[src/core/paper_path_consts.vh]
/*
 * Constants for the paper path fault monitor: APB register offsets, field
 * positions, reset values, fault codes and timeout cycle counts.
 * Assumes a 250 MHz system clock; included by bare name.
 */
`ifndef PAPER_PATH_CONSTS_VH
`define PAPER_PATH_CONSTS_VH

// ***********************************************************************
// Register offsets (byte addresses).
// ***********************************************************************
`define OFS_CTRL        12'h000
`define OFS_STATUS      12'h004
`define OFS_CODE        12'h008
`define OFS_BAG_COUNT   12'h00C

// ***********************************************************************
// Control register fields.
// ***********************************************************************
`define CTRL_COPY       0
`define CTRL_BYPASS     1
`define CTRL_FEED_INIT  2
`define CTRL_CLEAR_JAM  3
`define CTRL_RESET      32'h0000_0000

// ***********************************************************************
// Status register fields.
// ***********************************************************************
`define ST_PAPER        0
`define ST_TRAY_BAD     1
`define ST_ADD_PAPER    2
`define ST_BYPASS_FAULT 3
`define ST_JAM          4
`define ST_DEV_MISSING  5
`define ST_TONER_OUT    6
`define ST_BAG_FULL     7
`define ST_INHIBIT      8
`define ST_STOP         9
`define ST_POWER        10
`define ST_BLINK        11

// ***********************************************************************
// Fault codes (hexadecimal digits as shown on the panel).
// ***********************************************************************
`define CODE_NONE       16'h0000
`define CODE_BYPASS     16'hE120
`define CODE_LEAD       16'hE010
`define CODE_TRAIL      16'hE020
`define CODE_RESIDUAL   16'hE030
`define CODE_COVER      16'hE410
`define CODE_REG_DRW    16'hE200
`define CODE_REG_BYP    16'hE110
`define CODE_REG_OTHER  16'hE3C0
`define CODE_MID_DRW    16'hE201
`define CODE_MID_OTHER  16'hE2A1
`define CODE_XPORT      16'hE230
`define CODE_FEED       16'hE130

// ***********************************************************************
// Timeouts: time in milliseconds and derived 250 MHz cycle counts.
// ***********************************************************************
`define CLK_KHZ         250000
`define T_LIFT_MS       5000
`define T_PICK_MS       500
`define T_LEAD_MS       800
`define T_TRAIL_MS      800
`define T_REG_MS        400
`define T_MID_MS        400
`define T_XPORT_MS      300
`define T_FEED_MS       300
`define T_POWER_MS      1000
`define CYC(ms)         ((ms) * `CLK_KHZ)

`endif

[src/core/paper_path_fault_monitor.v]
/*
 * Paper path fault monitor: tray lift control, paper presence, bypass
 * pickup, jam timeouts, developer and toner faults and power button.
 * Assumes all sensor inputs are synchronous and active high, except
 * DRAWER_EMPTY_SENSOR_I, which is high while paper is present, and an APB
 * master on the same 250 MHz clock.
 */
// The implementer's own choices: the APB interface to the registers and the register offsets.
`timescale 1ns/100ps
`default_nettype none
`include "paper_path_consts.vh"

module paper_path_fault_monitor #(
  parameter [31:0] LIFT_CYC  = `CYC(`T_LIFT_MS),
  parameter [31:0] PICK_CYC  = `CYC(`T_PICK_MS),
  parameter [31:0] LEAD_CYC  = `CYC(`T_LEAD_MS),
  parameter [31:0] TRAIL_CYC = `CYC(`T_TRAIL_MS),
  parameter [31:0] REG_CYC   = `CYC(`T_REG_MS),
  parameter [31:0] MID_CYC   = `CYC(`T_MID_MS),
  parameter [31:0] XPORT_CYC = `CYC(`T_XPORT_MS),
  parameter [31:0] FEED_CYC  = `CYC(`T_FEED_MS),
  parameter [31:0] POWER_CYC = `CYC(`T_POWER_MS)
) (
  input  wire        CLOCK_I,
  input  wire        RST_N_I,
  input  wire        PSEL_I,
  input  wire        PENABLE_I,
  input  wire        PWRITE_I,
  input  wire [11:0] PADDR_I,
  input  wire [31:0] PWDATA_I,
  output reg  [31:0] PRDATA_O,
  output wire        PREADY_O,
  output wire        PSLVERR_O,
  input  wire        DRAWER_PRESENT_I,
  input  wire        DRAWER_EMPTY_SENSOR_I,
  input  wire        TRAY_TOP_SENSOR_I,
  output reg         TRAY_LIFT_MOTOR_O,
  input  wire        BYPASS_PICKUP_SOLENOID_I,
  input  wire        BYPASS_PAPER_SENSOR_I,
  input  wire        REGISTRATION_SENSOR_I,
  input  wire        REGISTRATION_MOTOR_I,
  input  wire        FUSER_TRANSPORT_SENSOR_I,
  input  wire        INTERMEDIATE_TRANSPORT_SENSOR_I,
  input  wire        DRAWER_TRANSPORT_SENSOR_I,
  input  wire        DRAWER_FEED_SENSOR_I,
  input  wire        DRAWER_FEED_CLUTCH_I,
  input  wire        EXIT_SENSOR_I,
  input  wire        LOWER_COVER_OPEN_I,
  input  wire        DEVELOPER_CONNECTED_I,
  input  wire        TONER_CARTRIDGE_EMPTY_SENSOR_I,
  input  wire        TONER_DENSITY_SENSOR_I,
  input  wire        CARTRIDGE_REPLACED_I,
  input  wire        WASTE_TONER_FULL_SENSOR_I,
  input  wire        POWER_BUTTON_I,
  output wire        COPY_INHIBIT_O,
  output wire        COPY_STOP_O,
  output reg         DRAWER_BLINK_O,
  output reg  [15:0] ERROR_CODE_O,
  output reg         POWER_ON_O
);

  // ***********************************************************************
  // Timeout helper.
  // ***********************************************************************

  // Next value of an interval counter: cleared on start, counts while armed.
  function [31:0] tick;
    input [31:0] cnt;
    input        start;
    input        armed;
    begin
      if (start) begin
        tick = 32'h0000_0000;
      end else if (armed && cnt != 32'hFFFF_FFFF) begin
        tick = cnt + 32'h0000_0001;
      end else begin
        tick = cnt;
      end
    end
  endfunction

  // ***********************************************************************
  // Register bus.
  // ***********************************************************************
  reg  [31:0] ctrl;
  reg  [15:0] bag_count;
  wire        wr_en   = PSEL_I && PENABLE_I && PWRITE_I;
  wire        copying = ctrl[`CTRL_COPY];
  wire        bypass  = ctrl[`CTRL_BYPASS];
  wire        mapped  = (PADDR_I == `OFS_CTRL) || (PADDR_I == `OFS_STATUS) ||
                        (PADDR_I == `OFS_CODE) || (PADDR_I == `OFS_BAG_COUNT);

  // Zero wait states; unmapped addresses answer with an error.
  assign PREADY_O  = 1'b1;
  assign PSLVERR_O = PSEL_I && PENABLE_I && !mapped;

  // ***********************************************************************
  // State.
  // ***********************************************************************
  localparam [1:0] LIFT_IDLE = 2'b00;
  localparam [1:0] LIFT_UP   = 2'b01;
  localparam [1:0] LIFT_DONE = 2'b10;
  localparam [1:0] LIFT_BAD  = 2'b11;

  reg  [1:0]  lift_state;
  reg  [31:0] lift_cnt, pick_cnt, lead_cnt, trail_cnt, reg_cnt, mid_cnt;
  reg  [31:0] xport_cnt, feed_cnt, power_cnt;
  reg         paper, tray_bad, bypass_fault, jam, dev_missing, toner_out;
  reg         toner_warned, bag_full, bag_stop, power_seen, power_up_chk;
  reg         reg_motor_d, xport_d, feed_d, clutch_d, pick_d, reg_armed;
  reg         mid_armed, xport_armed, feed_armed, lead_armed, trail_armed;
  wire        add_paper = !DRAWER_PRESENT_I || tray_bad || !paper;
  wire [31:0] status;

  assign status = {20'h0_0000, DRAWER_BLINK_O, POWER_ON_O, COPY_STOP_O,
                   COPY_INHIBIT_O, bag_full, toner_out, dev_missing, jam,
                   bypass_fault, add_paper, tray_bad, paper};

  // Start is refused for missing drawer paper outside bypass, bypass pickup fault, jam, developer missing and toner out.
  assign COPY_INHIBIT_O = (add_paper && !bypass) || bypass_fault || jam ||
                          dev_missing || toner_out;
  // Stop is immediate for jams and paper out; bag full waits for exit.
  assign COPY_STOP_O = jam || (copying && !bypass && add_paper) || bag_stop;

  // Read data path registered so it is stable during the access phase.
  always @(posedge CLOCK_I or negedge RST_N_I) begin
    if (!RST_N_I) begin
      PRDATA_O <= 32'h0000_0000;
    end else if (PSEL_I && !PENABLE_I) begin
      if (PADDR_I == `OFS_CTRL) begin
        PRDATA_O <= ctrl;
      end else if (PADDR_I == `OFS_STATUS) begin
        PRDATA_O <= status;
      end else if (PADDR_I == `OFS_CODE) begin
        PRDATA_O <= {16'h0000, ERROR_CODE_O};
      end else if (PADDR_I == `OFS_BAG_COUNT) begin
        PRDATA_O <= {16'h0000, bag_count};
      end else begin
        PRDATA_O <= 32'h0000_0000;
      end
    end
  end

  // Control register; feed init and clear jam are self clearing strobes.
  always @(posedge CLOCK_I or negedge RST_N_I) begin
    if (!RST_N_I) begin
      ctrl <= `CTRL_RESET;
    end else if (wr_en && PADDR_I == `OFS_CTRL) begin
      ctrl <= PWDATA_I;
    end else begin
      ctrl[`CTRL_FEED_INIT] <= 1'b0;
      ctrl[`CTRL_CLEAR_JAM] <= 1'b0;
    end
  end

  // ***********************************************************************
  // Tray lift and paper presence.
  // ***********************************************************************

  // The lift never runs without a drawer, and a timed-out lift stays failed
  // until reset, because the tray mechanism cannot be trusted.
  always @(posedge CLOCK_I or negedge RST_N_I) begin
    if (!RST_N_I) begin
      lift_state        <= LIFT_UP;
      lift_cnt          <= 32'h0000_0000;
      TRAY_LIFT_MOTOR_O <= 1'b0;
      paper             <= 1'b0;
      tray_bad          <= 1'b0;
      DRAWER_BLINK_O    <= 1'b0;
    end else begin
      lift_cnt <= tick(lift_cnt, lift_state != LIFT_UP || !DRAWER_PRESENT_I, 1'b1);
      case (lift_state)
        LIFT_IDLE: begin
          TRAY_LIFT_MOTOR_O <= 1'b0;
          if (ctrl[`CTRL_FEED_INIT]) begin
            lift_state <= LIFT_UP;
          end
        end
        LIFT_UP: begin
          if (!DRAWER_PRESENT_I) begin
            TRAY_LIFT_MOTOR_O <= 1'b0;
            paper             <= 1'b0;
          end else if (TRAY_TOP_SENSOR_I) begin
            TRAY_LIFT_MOTOR_O <= 1'b0;
            paper             <= DRAWER_EMPTY_SENSOR_I;
            lift_state        <= LIFT_DONE;
          end else if (lift_cnt >= LIFT_CYC) begin
            TRAY_LIFT_MOTOR_O <= 1'b0;
            tray_bad          <= 1'b1;
            lift_state        <= LIFT_BAD;
          end else begin
            TRAY_LIFT_MOTOR_O <= 1'b1;
          end
        end
        LIFT_DONE: begin
          if (!DRAWER_PRESENT_I || ctrl[`CTRL_FEED_INIT]) begin
            TRAY_LIFT_MOTOR_O <= 1'b0;
            lift_state        <= LIFT_UP;
          end else begin
            // Top-up during copying as the stack shrinks.
            TRAY_LIFT_MOTOR_O <= copying && !TRAY_TOP_SENSOR_I;
            if (copying && TRAY_TOP_SENSOR_I && !DRAWER_EMPTY_SENSOR_I) begin
              paper          <= 1'b0;
              DRAWER_BLINK_O <= !bypass;
            end else if (TRAY_TOP_SENSOR_I && DRAWER_EMPTY_SENSOR_I) begin
              paper          <= 1'b1;
              DRAWER_BLINK_O <= 1'b0;
            end
          end
        end
        default: begin
          TRAY_LIFT_MOTOR_O <= 1'b0;
        end
      endcase
    end
  end

  // ***********************************************************************
  // Jam and bypass timeouts.
  // ***********************************************************************

  // One counter per watched interval; each restarts on its start edge, reg_cnt and mid_cnt on the same one.
  always @(posedge CLOCK_I or negedge RST_N_I) begin
    if (!RST_N_I) begin
      pick_cnt <= 32'h0000_0000;
      lead_cnt <= 32'h0000_0000;
      trail_cnt <= 32'h0000_0000;
      reg_cnt <= 32'h0000_0000;
      mid_cnt <= 32'h0000_0000;
      xport_cnt <= 32'h0000_0000;
      feed_cnt <= 32'h0000_0000;
      reg_motor_d <= 1'b0;
      xport_d <= 1'b0;
      feed_d <= 1'b0;
      clutch_d <= 1'b0;
      pick_d <= 1'b0;
      reg_armed <= 1'b0;
      mid_armed <= 1'b0;
      xport_armed <= 1'b0;
      feed_armed <= 1'b0;
      lead_armed <= 1'b0;
      trail_armed <= 1'b0;
      bypass_fault <= 1'b0;
      jam <= 1'b0;
      ERROR_CODE_O <= `CODE_NONE;
      power_up_chk <= 1'b1;
    end else begin
      reg_motor_d <= REGISTRATION_MOTOR_I;
      xport_d     <= DRAWER_TRANSPORT_SENSOR_I;
      feed_d      <= DRAWER_FEED_SENSOR_I;
      clutch_d    <= DRAWER_FEED_CLUTCH_I;
      pick_d      <= BYPASS_PICKUP_SOLENOID_I;
      power_up_chk <= 1'b0;
      pick_cnt  <= tick(pick_cnt, BYPASS_PICKUP_SOLENOID_I && !pick_d, 1'b1);
      lead_cnt  <= tick(lead_cnt, REGISTRATION_MOTOR_I && !reg_motor_d, lead_armed);
      trail_cnt <= tick(trail_cnt, !REGISTRATION_MOTOR_I && reg_motor_d, trail_armed);
      reg_cnt   <= tick(reg_cnt, DRAWER_TRANSPORT_SENSOR_I && !xport_d, reg_armed);
      mid_cnt   <= tick(mid_cnt, DRAWER_TRANSPORT_SENSOR_I && !xport_d, mid_armed);
      xport_cnt <= tick(xport_cnt, DRAWER_FEED_SENSOR_I && !feed_d, xport_armed);
      feed_cnt  <= tick(feed_cnt, DRAWER_FEED_CLUTCH_I && !clutch_d, feed_armed);
      // Arm on the start edge, disarm when the awaited sensor answers.
      if (REGISTRATION_MOTOR_I && !reg_motor_d) begin
        lead_armed <= 1'b1;
      end else if (FUSER_TRANSPORT_SENSOR_I) begin
        lead_armed <= 1'b0;
      end
      if (!REGISTRATION_MOTOR_I && reg_motor_d) begin
        trail_armed <= 1'b1;
      end else if (!FUSER_TRANSPORT_SENSOR_I) begin
        trail_armed <= 1'b0;
      end
      if (DRAWER_TRANSPORT_SENSOR_I && !xport_d) begin
        reg_armed <= 1'b1;
        mid_armed <= 1'b1;
      end else begin
        if (REGISTRATION_SENSOR_I) begin
          reg_armed <= 1'b0;
        end
        if (INTERMEDIATE_TRANSPORT_SENSOR_I) begin
          mid_armed <= 1'b0;
        end
      end
      if (DRAWER_FEED_SENSOR_I && !feed_d) begin
        xport_armed <= 1'b1;
      end else if (DRAWER_TRANSPORT_SENSOR_I) begin
        xport_armed <= 1'b0;
      end
      if (DRAWER_FEED_CLUTCH_I && !clutch_d) begin
        feed_armed <= 1'b1;
      end else if (DRAWER_FEED_SENSOR_I) begin
        feed_armed <= 1'b0;
      end
      if (ctrl[`CTRL_CLEAR_JAM]) begin
        {lead_armed, trail_armed, reg_armed, mid_armed, xport_armed, feed_armed} <= 6'h00;
      end
      // Bypass pickup fault: cleared by emptying the tray, set wins.
      if (bypass && BYPASS_PICKUP_SOLENOID_I && !REGISTRATION_SENSOR_I &&
          pick_cnt >= PICK_CYC) begin
        bypass_fault <= 1'b1;
        ERROR_CODE_O <= `CODE_BYPASS;
      end else if (!BYPASS_PAPER_SENSOR_I) begin
        bypass_fault <= 1'b0;
      end
      // The first jam latches its code until cleared; a bypass fault can overwrite the code.
      if (power_up_chk && (REGISTRATION_SENSOR_I || FUSER_TRANSPORT_SENSOR_I ||
          INTERMEDIATE_TRANSPORT_SENSOR_I || DRAWER_TRANSPORT_SENSOR_I ||
          DRAWER_FEED_SENSOR_I || EXIT_SENSOR_I)) begin
        jam <= 1'b1;
        ERROR_CODE_O <= `CODE_RESIDUAL;
      end else if (!jam && copying && LOWER_COVER_OPEN_I) begin
        jam <= 1'b1;
        ERROR_CODE_O <= `CODE_COVER;
      end else if (!jam && lead_armed && lead_cnt >= LEAD_CYC) begin
        jam <= 1'b1;
        ERROR_CODE_O <= `CODE_LEAD;
      end else if (!jam && trail_armed && trail_cnt >= TRAIL_CYC) begin
        jam <= 1'b1;
        ERROR_CODE_O <= `CODE_TRAIL;
      end else if (!jam && reg_armed && reg_cnt >= REG_CYC) begin
        jam <= 1'b1;
        ERROR_CODE_O <= bypass ? `CODE_REG_BYP : `CODE_REG_DRW;
      end else if (!jam && mid_armed && mid_cnt >= MID_CYC) begin
        jam <= 1'b1;
        ERROR_CODE_O <= `CODE_MID_DRW;
      end else if (!jam && xport_armed && xport_cnt >= XPORT_CYC) begin
        jam <= 1'b1;
        ERROR_CODE_O <= `CODE_XPORT;
      end else if (!jam && feed_armed && feed_cnt >= FEED_CYC) begin
        jam <= 1'b1;
        ERROR_CODE_O <= `CODE_FEED;
      end else if (jam && ctrl[`CTRL_CLEAR_JAM] && !LOWER_COVER_OPEN_I) begin
        jam <= 1'b0;
        ERROR_CODE_O <= `CODE_NONE;
      end
    end
  end

  // ***********************************************************************
  // Developer, toner, bag and power button.
  // ***********************************************************************

  // Supply faults and the power toggle, which needs a full one-second hold
  // so that a brushed button does not switch the machine.
  always @(posedge CLOCK_I or negedge RST_N_I) begin
    if (!RST_N_I) begin
      dev_missing  <= 1'b0;
      toner_warned <= 1'b0;
      toner_out    <= 1'b0;
      bag_full     <= 1'b0;
      bag_stop     <= 1'b0;
      bag_count    <= 16'h0000;
      power_cnt    <= 32'h0000_0000;
      power_seen   <= 1'b0;
      POWER_ON_O   <= 1'b0;
    end else begin
      if (!DEVELOPER_CONNECTED_I) begin
        dev_missing <= 1'b1;
      end else if (!LOWER_COVER_OPEN_I) begin
        dev_missing <= 1'b0;
      end
      if (CARTRIDGE_REPLACED_I) begin
        toner_warned <= 1'b0;
        toner_out    <= 1'b0;
      end else begin
        if (TONER_CARTRIDGE_EMPTY_SENSOR_I) begin
          toner_warned <= 1'b1;
        end
        if (toner_warned && TONER_DENSITY_SENSOR_I) begin
          toner_out <= 1'b1;
        end
      end
      // Bag full: sensor sets; zeroing the service counter clears.
      if (wr_en && PADDR_I == `OFS_BAG_COUNT) begin
        bag_count <= PWDATA_I[15:0];
      end else if (WASTE_TONER_FULL_SENSOR_I && !bag_full &&
                   bag_count != 16'hFFFF) begin
        bag_count <= bag_count + 16'h0001;
      end
      if (WASTE_TONER_FULL_SENSOR_I) begin
        bag_full <= 1'b1;
      end else if (wr_en && PADDR_I == `OFS_BAG_COUNT && PWDATA_I[15:0] == 16'h0000) begin
        bag_full <= 1'b0;
      end
      // Stop waits for the sheet in progress to leave the exit.
      if (bag_full && (!copying || EXIT_SENSOR_I == 1'b0 && !REGISTRATION_MOTOR_I &&
          !FUSER_TRANSPORT_SENSOR_I)) begin
        bag_stop <= 1'b1;
      end else if (!bag_full) begin
        bag_stop <= 1'b0;
      end
      power_cnt <= tick(power_cnt, !POWER_BUTTON_I, 1'b1);
      if (!POWER_BUTTON_I) begin
        power_seen <= 1'b0;
      end else if (power_cnt >= POWER_CYC && !power_seen) begin
        power_seen <= 1'b1;
        POWER_ON_O <= !POWER_ON_O;
      end
    end
  end

endmodule
`default_nettype wire
[config.mk]
export PLATFORM = sky130hd
export DESIGN_NAME = paper_path_fault_monitor
export DESIGN_NICKNAME = d
export VERILOG_FILES = /design/src/core/paper_path_fault_monitor.v
export VERILOG_INCLUDE_DIRS = /design/src /design/src/core
export SDC_FILE = /design/constraint.sdc
export NUM_CORES = 1
export LEC_CHECK = 0
export BUFFER_PORTS_ARGS = -buffer_cell sky130_fd_sc_hd__buf_2
export CAP_MARGIN = 0
export CORE_ASPECT_RATIO = 0.8
export CORE_MARGIN = 3
export CORE_UTILIZATION = 56
export CTS_CLUSTER_SIZE = 14
export DETAILED_ROUTE_END_ITERATION = 10
export PLACE_DENSITY_LB_ADDON = 0.2
export SETUP_SLACK_MARGIN = 0.02
export SYNTH_ARGS = -nofsm -noshare
export SYNTH_HDL_FRONTEND = slang
export SYNTH_SLANG_ARGS = --single-unit
[constraint.sdc]
create_clock -name CLOCK_I -period 2.1 [get_ports CLOCK_I]
set_input_delay 0.21 -clock CLOCK_I [delete_from_list [all_inputs] [get_ports CLOCK_I]]
set_output_delay 0.21 -clock CLOCK_I [all_outputs]
set_load 0.01 [all_outputs]
==> metrics.cfg, run 1 <==
[outcome]
outcome = finished, violations left
violations = setup timing

[timing]
post_route_worst_setup_slack_ps = -261
grt_setup_unrepaired = true
slew_violations = 0
post-route-min-period_ps = 2360
period_share_pct = 112
fmax_mhz = 424
worst_pin_slew_ps = 637
timing_hold_violations_final = 0
timing.slew.headroom_pct = 57.5
setup_tns_ps = -3890
finalSetupViolCount = 43
clock_skew_ps = 20.9

[clock_network]
maximum_level_of_the_cts_h_tree = 2
cts_made_buffers = 42
cts-root-buf = sky130_fd_sc_hd__clkbuf_16
numClockSinks = 402
clk_transition_reported_paths_ps = 60
cts_tree = built
worst_skew_pair.late_latency_ps = 550
cts-root-to-sink-buffers = 3

[grt]
grt_start_max_net_pins = 67
track_usage_pct = 25.7
first_global_vias = 16979
gr-total-overflow = 0
antenna_found_initial = 0
grt_first_pass_wirelength_mm = 83.1

[final_layout]
n_antenna_cell = 0
syn_to_final_growth_pct = 32.1
stdcell_count = 3154
layout_common_cells = sky130_fd_sc_hd__dfrtp_1, sky130_fd_sc_hd__buf_4, sky130_fd_sc_hd__nor2_1, sky130_fd_sc_hd__nand2_1, sky130_fd_sc_hd__xor2_1
layout.cells.most_common = sky130_fd_sc_hd__dfrtp_1
drive_gt1_share_pct = 29.2
layout.cell_area.non_filler_um2 = 27100
n_fill_cell = 2342
layout.nets = 2733

[synth]
ys_warn_count = 0
synthesis.instances = 2154
synthesis.area_um2 = 20500
synth_top_flop_cell = sky130_fd_sc_hd__dfrtp_1
synth_cell_type_count = 84
share_of_flip_flops_with_an_asynchronous_set_or_reset_after_synthesis_pct = 100
post_synth_edffs = 0
synth_seq_cells = 402
seq_area_frac_synth_pct = 49.0
syn_area_per_cell_um2 = 9.54

[routing]
avgRoutedWirePerCell_um = 17.1
vias = 18037
drt.antenna.violating_nets = 0
drt_iter0_drc = 1375
drt_pre_antenna_iters = 5
route.final.wire_length_mm = 53.8
post_drt_via_cell_ratio = 5.72
route.detailed.drc = 0

[critical_path]
criticalPathCategory = reg2reg
setup.worst_path.end_class = flip-flop
crit_path_arrival_time_ps = 2790
cp.required_ps = 2530
critical_path.startpoint_type = flip-flop
crit_path_max_fanout = 2

[flow_run]
maxCapViolations = 0

[placed_design]
dpl.hpwl_mm = 34.6
placed_cell_area_um2 = 23700
port-buffer-count = 115
routabilityCongestion = 0.865
placed_cells = 2942

[floorplanning]
core-area_um2 = 36100
die_height_um = 177
die_area_um2 = 39000
floorplan.initialDensity_pct = 57.0
std_cell_rows = 62
floorplan.io_pins = 124
fp.dieW_um = 220

[pwr]
power.ir.vdd_worst_uv = 618
power_leakage_nw = 12.2
power.sequential.fraction_pct = 47.9
switching_power_mw = 4.07
finalPower_mw = 17.0
power_frac_comb_pct = 8.0
p_clk_share_pct = 44.1
switching_share_pct = 23.9
intPower_mw = 13.0
cellPowerDensity_nw_per_um2 = 627

[hold_path]
hp-class = in2reg

-- area by class of cell --
cell class	count	area [um2]	share of cell area, %
multi-input combinational	1604	10900	40.0
sequential	402	10100	37.1
timing repair buffer	523	3970	14.6
clock buffer	65	1310	4.83
tap	480	601	2.21
inverter	68	255	0.940
clock inverter	12	88.8	0.327
-- per-stage QoR --
stage / hold WS (ps) / setup slack [ps] / util [%]
2_1_floorplan: -85.6 / -167 / -
3_3_place_gp: 221 / -133 / 65.6
3_5_place_dp: 217 / -199 / 65.6
4_1_cts: 1.09 / -187 / 71.5
5_1_grt: 44.1 / -310 / 75.3
6_report: 16.0 / -261 / 75.3
-- power groups by stage --
| stage | logic [mW] | clock network, mW | registers (mW) |
|---|---|---|---|
| after global placement | 1.16 | 0 | 8.25 |
| after CTS | 1.30 | 7.62 | 8.13 |
| after global routing | 1.53 | 7.94 | 8.17 |
| after detailed placement | 1.21 | 0 | 8.27 |
| after floorplan | 0.586 | 0 | 8.25 |
| final | 1.37 | 7.51 | 8.14 |
-- worst max-delay path, stage by stage (launching register included) --
cell,delay (ps)
sky130_fd_sc_hd__dfrtp_1,380
sky130_fd_sc_hd__or4_4,530
sky130_fd_sc_hd__o211ai_1,220
sky130_fd_sc_hd__a311oi_2,130
sky130_fd_sc_hd__o211ai_1,190
sky130_fd_sc_hd__buf_4,160
sky130_fd_sc_hd__and4b_1,230
sky130_fd_sc_hd__nand2_2,80
sky130_fd_sc_hd__mux2_4,300
-- path summary, 6_finish.rpt --
path	startpoint	endpoint	slack [ps]	cells past startpoint
worst max register to register	trail_cnt[13]	ERROR_CODE_O[8]	-260	8
worst max-delay path	trail_cnt[13]	ERROR_CODE_O[8]	-260	8
max in group asynchronous	RST_N_I	pick_cnt[1]	1110	3
worst min register to register	PRDATA_O[14]	PRDATA_O[14]	480	2
min in group asynchronous	RST_N_I	lift_cnt[12]	210	2
worst min-delay path	POWER_BUTTON_I	POWER_ON_O	20	4
-- metal layers --
metal | global-route usage (%) | vias up | routed length [um]
met5 | 0 | - | 0
li1 | - | 8518 | -
met4 | 7.94 | 0 | 1520
met3 | 3.90 | 109 | 3020
met1 | 35.9 | 8930 | 23600
met2 | 41.7 | 480 | 25700
-- Yosys cell counts, drive strengths merged, types with 14 or more instances --
| cell | count | share of area [%] |
|---|---|---|
| and4 | 39 | 1.7 |
| mux2 | 35 | 1.9 |
| ha | 23 | 1.4 |
| dfrtp | 400 | 49 |
| nand4 | 85 | 2.6 |
| nor3 | 65 | 1.6 |
| a22o | 21 | 0.90 |
| xnor2 | 111 | 4.7 |
| nand3 | 116 | 2.8 |
| or3 | 49 | 1.5 |
| or4 | 14 | 0.51 |
| o21ai | 80 | 1.9 |
| nor2 | 316 | 5.8 |
| xor2 | 133 | 5.7 |
| buf | 24 | 0.69 |
| and2 | 21 | 0.64 |
| inv | 67 | 1.2 |
| a21oi | 80 | 1.9 |
| nor4 | 33 | 1.2 |
| clkbuf | 65 | 1.2 |
| nand2 | 182 | 3.3 |
| and3 | 41 | 1.3 |
-- logic make-up (layout without fill, tap and decap cells) --
| family | count (synthesis) | after routing | synth area share [%] |
|---|---|---|---|
| xor+xnor | 244 | 244 | 10.4 |
| mux | 45 | 45 | 2.79 |
| other cells | 2 | 9 | 0.0366 |
| compound gates | 271 | 272 | 8.44 |
| buf+inv | 157 | 668 | 3.12 |
| simple gates | 1010 | 1011 | 24.8 |
| flops | 402 | 402 | 49.0 |
| fa+ha+maj | 23 | 23 | 1.40 |
-- repair_timing --
action	4_1_cts	5_1_grt
resized for setup	37	176
endpoints found under the hold margin	115	0
hold buffers	49	0
pin swaps	25	138
cloned	1	3
setup endpoints to repair	71	197
buffers inserted	9	79
Note: power is estimated with default switching activity, not from simulation.
==> run 2, diff against run 1 <==
--- a/config.mk
+++ b/config.mk
@@ -6,6 +6,7 @@
 export SDC_FILE = /design/constraint.sdc
 export NUM_CORES = 1
 export LEC_CHECK = 0
+export ABC_AREA = 1
 export BUFFER_PORTS_ARGS = -buffer_cell sky130_fd_sc_hd__buf_2
 export CAP_MARGIN = 0
 export CORE_ASPECT_RATIO = 0.8
@@ -18,3 +19,4 @@
 export SYNTH_ARGS = -nofsm -noshare
 export SYNTH_HDL_FRONTEND = slang
 export SYNTH_SLANG_ARGS = --single-unit
+export TNS_END_PERCENT = 5
==> run 2 against run 1 <==
The flow now finishes without violations. Via count increased by 25%. Clock skew rose by 2.4 ps. Flip-flop and latch count unchanged. Routed wire length grew 17%. Global-route usage is 2.7 points higher. Cell count rose by 26%. Register-to-register slack better by 360 ps. Largest cell class unchanged. Worst setup slack gained 360 ps. Synthesized cell count rose by 47%. Die area up 13%. Largest power group unchanged.
==> metrics.cfg, run 2 <==
[critical_path]
critical_path.startpoint_type = flip-flop
crit_path_max_fanout = 4
worst_path_dominant_cell_family = simple AND/OR/NAND/NOR gates
rr_worst_depth = 14
cp.required_ps = 2600
setup.worst_path.end_class = flip-flop
criticalPathCategory = reg2reg
critical_path.max_stage_delay_ps = 400
crit_path_arrival_time_ps = 2500
r2r_end = trail_cnt[16]
crit_path_max_delay_cell_type = sky130_fd_sc_hd__dfrtp_1
cp.depth = 14
path_buf_inv = 1
r2r-start = trail_cnt[0]
ff2ff_setup_slack_ps = 100
crit_top_cell = sky130_fd_sc_hd__nand2_1
critical_path.cell_chain = ha_1, nand2_1, inv_1, nand4_1, nor2_2, nand2_1, nand2_2, nor2_1, nand2_1, nor2_1, nand2_1, nand2_1, nand2_1, nor2_1

[timing]
clock_skew_ps = 23.3
worst_pin_slew_ps = 700
fmax_mhz = 500
slew_violations = 0
timing_hold_violations_final = 0
timing.slew.headroom_pct = 53.3
finalSetupViolCount = 0
post-route-min-period_ps = 2000
grt_setup_unrepaired = true
period_share_pct = 95.3

[pwr]
intPower_mw = 12.9
p_clk_share_pct = 43.9
power.ir.vdd_worst_uv = 757
power_frac_comb_pct = 9.1
switching_power_mw = 4.51
switching_share_pct = 25.9
finalPower_mw = 17.4
power.sequential.fraction_pct = 47.0
power_leakage_nw = 12.2
cellPowerDensity_nw_per_um2 = 639

[clock_network]
clk_transition_reported_paths_ps = 60
numClockSinks = 402
cts-root-to-sink-buffers = 3
worst_skew_pair.late_latency_ps = 580
cts_tree = built
cts-root-buf = sky130_fd_sc_hd__clkbuf_16
cts_made_buffers = 43
maximum_level_of_the_cts_h_tree = 2

[routing]
avgRoutedWirePerCell_um = 15.8
drt_iter0_drc = 2384
route.detailed.drc = 0
post_drt_via_cell_ratio = 5.65
drt_pre_antenna_iters = 6
vias = 22507
route.final.wire_length_mm = 63.2
drt.antenna.violating_nets = 0

[synth]
post_synth_edffs = 0
synthesis.instances = 3174
synth.largest_area_cell = sky130_fd_sc_hd__dfrtp_1
yosys.cell_count.top_type = sky130_fd_sc_hd__nand2_1
synth_cell_type_count = 69
post_synth_xor_area_fraction_pct = 2.18
synthAdderAreaFrac_pct = 1.23
synth_mux_area_share_pct = 0.916
synth_top_family_by_area = simple AND/OR/NAND/NOR gates
netlist_top_cells_count = sky130_fd_sc_hd__nand2_1, sky130_fd_sc_hd__nor2_1, sky130_fd_sc_hd__inv_1, sky130_fd_sc_hd__dfrtp_1, sky130_fd_sc_hd__nand3_1
share_of_flip_flops_with_an_asynchronous_set_or_reset_after_synthesis_pct = 100
synth_top_flop_cell = sky130_fd_sc_hd__dfrtp_1
synth_top_cell_area_share_pct = 42.9
synth-simple-area-share_pct = 32.1
synthesis.area_um2 = 23400
synth-compound-area-share_pct = 12.2
seq_area_frac_synth_pct = 43.1
synth.area.top_cells = sky130_fd_sc_hd__dfrtp_1, sky130_fd_sc_hd__nand2_1, sky130_fd_sc_hd__nor2_1
ys_warn_count = 0
synth_seq_cells = 402
syn_area_per_cell_um2 = 7.36

[grt]
first_global_vias = 21148
grt_first_pass_wirelength_mm = 104
antenna_found_initial = 2
track_usage_pct = 28.4
grt_start_max_net_pins = 63
gr-total-overflow = 0

[hold_path]
timing.hold.worst_endpoint = mid_armed
hp-class = in2reg
hold_start = INTERMEDIATE_TRANSPORT_SENSOR_I
hold-path-cell-count = 3

[floorplanning]
die_area_um2 = 44200
floorplan.io_pins = 124
core-area_um2 = 40900
floorplan.initialDensity_pct = 57.1
fp.dieW_um = 234
std_cell_rows = 66
die_height_um = 189

[placed_design]
placed_cells = 3840
dpl.hpwl_mm = 46.0
port-buffer-count = 115
placed_cell_area_um2 = 24900
routabilityCongestion = 0.959

[final_layout]
layout_common_cells = sky130_fd_sc_hd__nand2_1, sky130_fd_sc_hd__nor2_1, sky130_fd_sc_hd__inv_1, sky130_fd_sc_hd__dfrtp_1, sky130_fd_sc_hd__nand3_1
stdcell_count = 3986
layout.nets = 3498
syn_to_final_growth_pct = 16.4
layout.cell_area.non_filler_um2 = 27200
drive_gt1_share_pct = 12.7
layout.cells.most_common = sky130_fd_sc_hd__nand2_1
n_fill_cell = 3433
post-route-util_pct = 66.5

[flow_run]
maxCapViolations = 0

[outcome]
outcome = finished clean

[run 2: worst max path at each step]
stage	start	end	slack, ps
2_1_floorplan	trail_cnt[0]	trail_cnt[25]	320
3_3_place_gp	reg_cnt[0]	reg_cnt[30]	30
3_5_place_dp	reg_cnt[0]	reg_cnt[30]	20
4_1_cts	reg_cnt[0]	reg_cnt[30]	20
5_1_grt	trail_cnt[0]	trail_cnt[16]	-90
6_report	trail_cnt[0]	trail_cnt[16]	100
[run 2: cell type report]
| class | instances | area [um2] | share of cell area, % |
|---|---|---|---|
| clock buffers | 60 | 1230 | 4.52 |
| inverters | 424 | 1610 | 5.91 |
| diodes | 1 | 2.50 | 0.00921 |
| flip-flops and latches | 402 | 10100 | 37.0 |
| multi-input cells | 2292 | 11700 | 42.9 |
| repair buffers | 243 | 1770 | 6.51 |
| well taps | 544 | 681 | 2.50 |
| clock inverters | 20 | 175 | 0.644 |
[run 2: through the flow]
stage / hold slack (ps) / worst slack [ps] / TNS (ps)
floorplan: -85.6 / 319 / 0
global placement: 156 / 30.4 / 0
finish: 41.3 / 98.6 / 0
global route: 26.5 / -94.0 / -295
CTS: 5.42 / 17.1 / 0
detailed placement: 160 / 19.4 / 0
[run 2: power groups by stage]
stage | Clock, mW | Combinational [mW] | Sequential (mW)
2_1_floorplan | 0 | 0.835 | 8.26
3_3_place_gp | 0 | 1.39 | 8.29
3_5_place_dp | 0 | 1.43 | 8.30
4_1_cts | 7.78 | 1.52 | 8.16
5_1_grt | 8.15 | 1.77 | 8.20
6_report | 7.63 | 1.58 | 8.17
[run 2: timing repair]
action                                  CTS  global route
endpoints found under the hold margin   395             0
cloned                                    0             2
hold buffers                             53             0
gates resized for setup                   3            74
endpoints found under the setup margin    7           169
pin swaps                                 0             9
setup buffers                             0            10
[run 2: tightest hold or removal path, stage by stage]
cell and delay [ps]:
sky130_fd_sc_hd__buf_2 160, sky130_fd_sc_hd__or2_2 130, sky130_fd_sc_hd__a21oi_1 50
[run 2: cells by family (layout without fill, tap and decap cells)]
| logic type | after synthesis | after routing |
|---|---|---|
| AND/OR/NAND/NOR | 1682 | 1684 |
| AO/OA/AOI/OAI | 499 | 499 |
| buffers and inverters | 489 | 747 |
| flip-flops | 402 | 402 |
| XOR/XNOR | 58 | 58 |
| adder cells (fa/ha/maj) | 23 | 23 |
| multiplexers | 19 | 19 |
| other | 2 | 10 |
[run 2: per-layer routing]
layer  track usage [%]  vias to the layer above  share of wire [%]
li1                  -                    10948                  -
met1              42.1                    10647                 47
met2              43.7                      788                 45
met3              3.78                      124                6.3
met4              8.23                        0                2.4
met5                 0                        -                  0
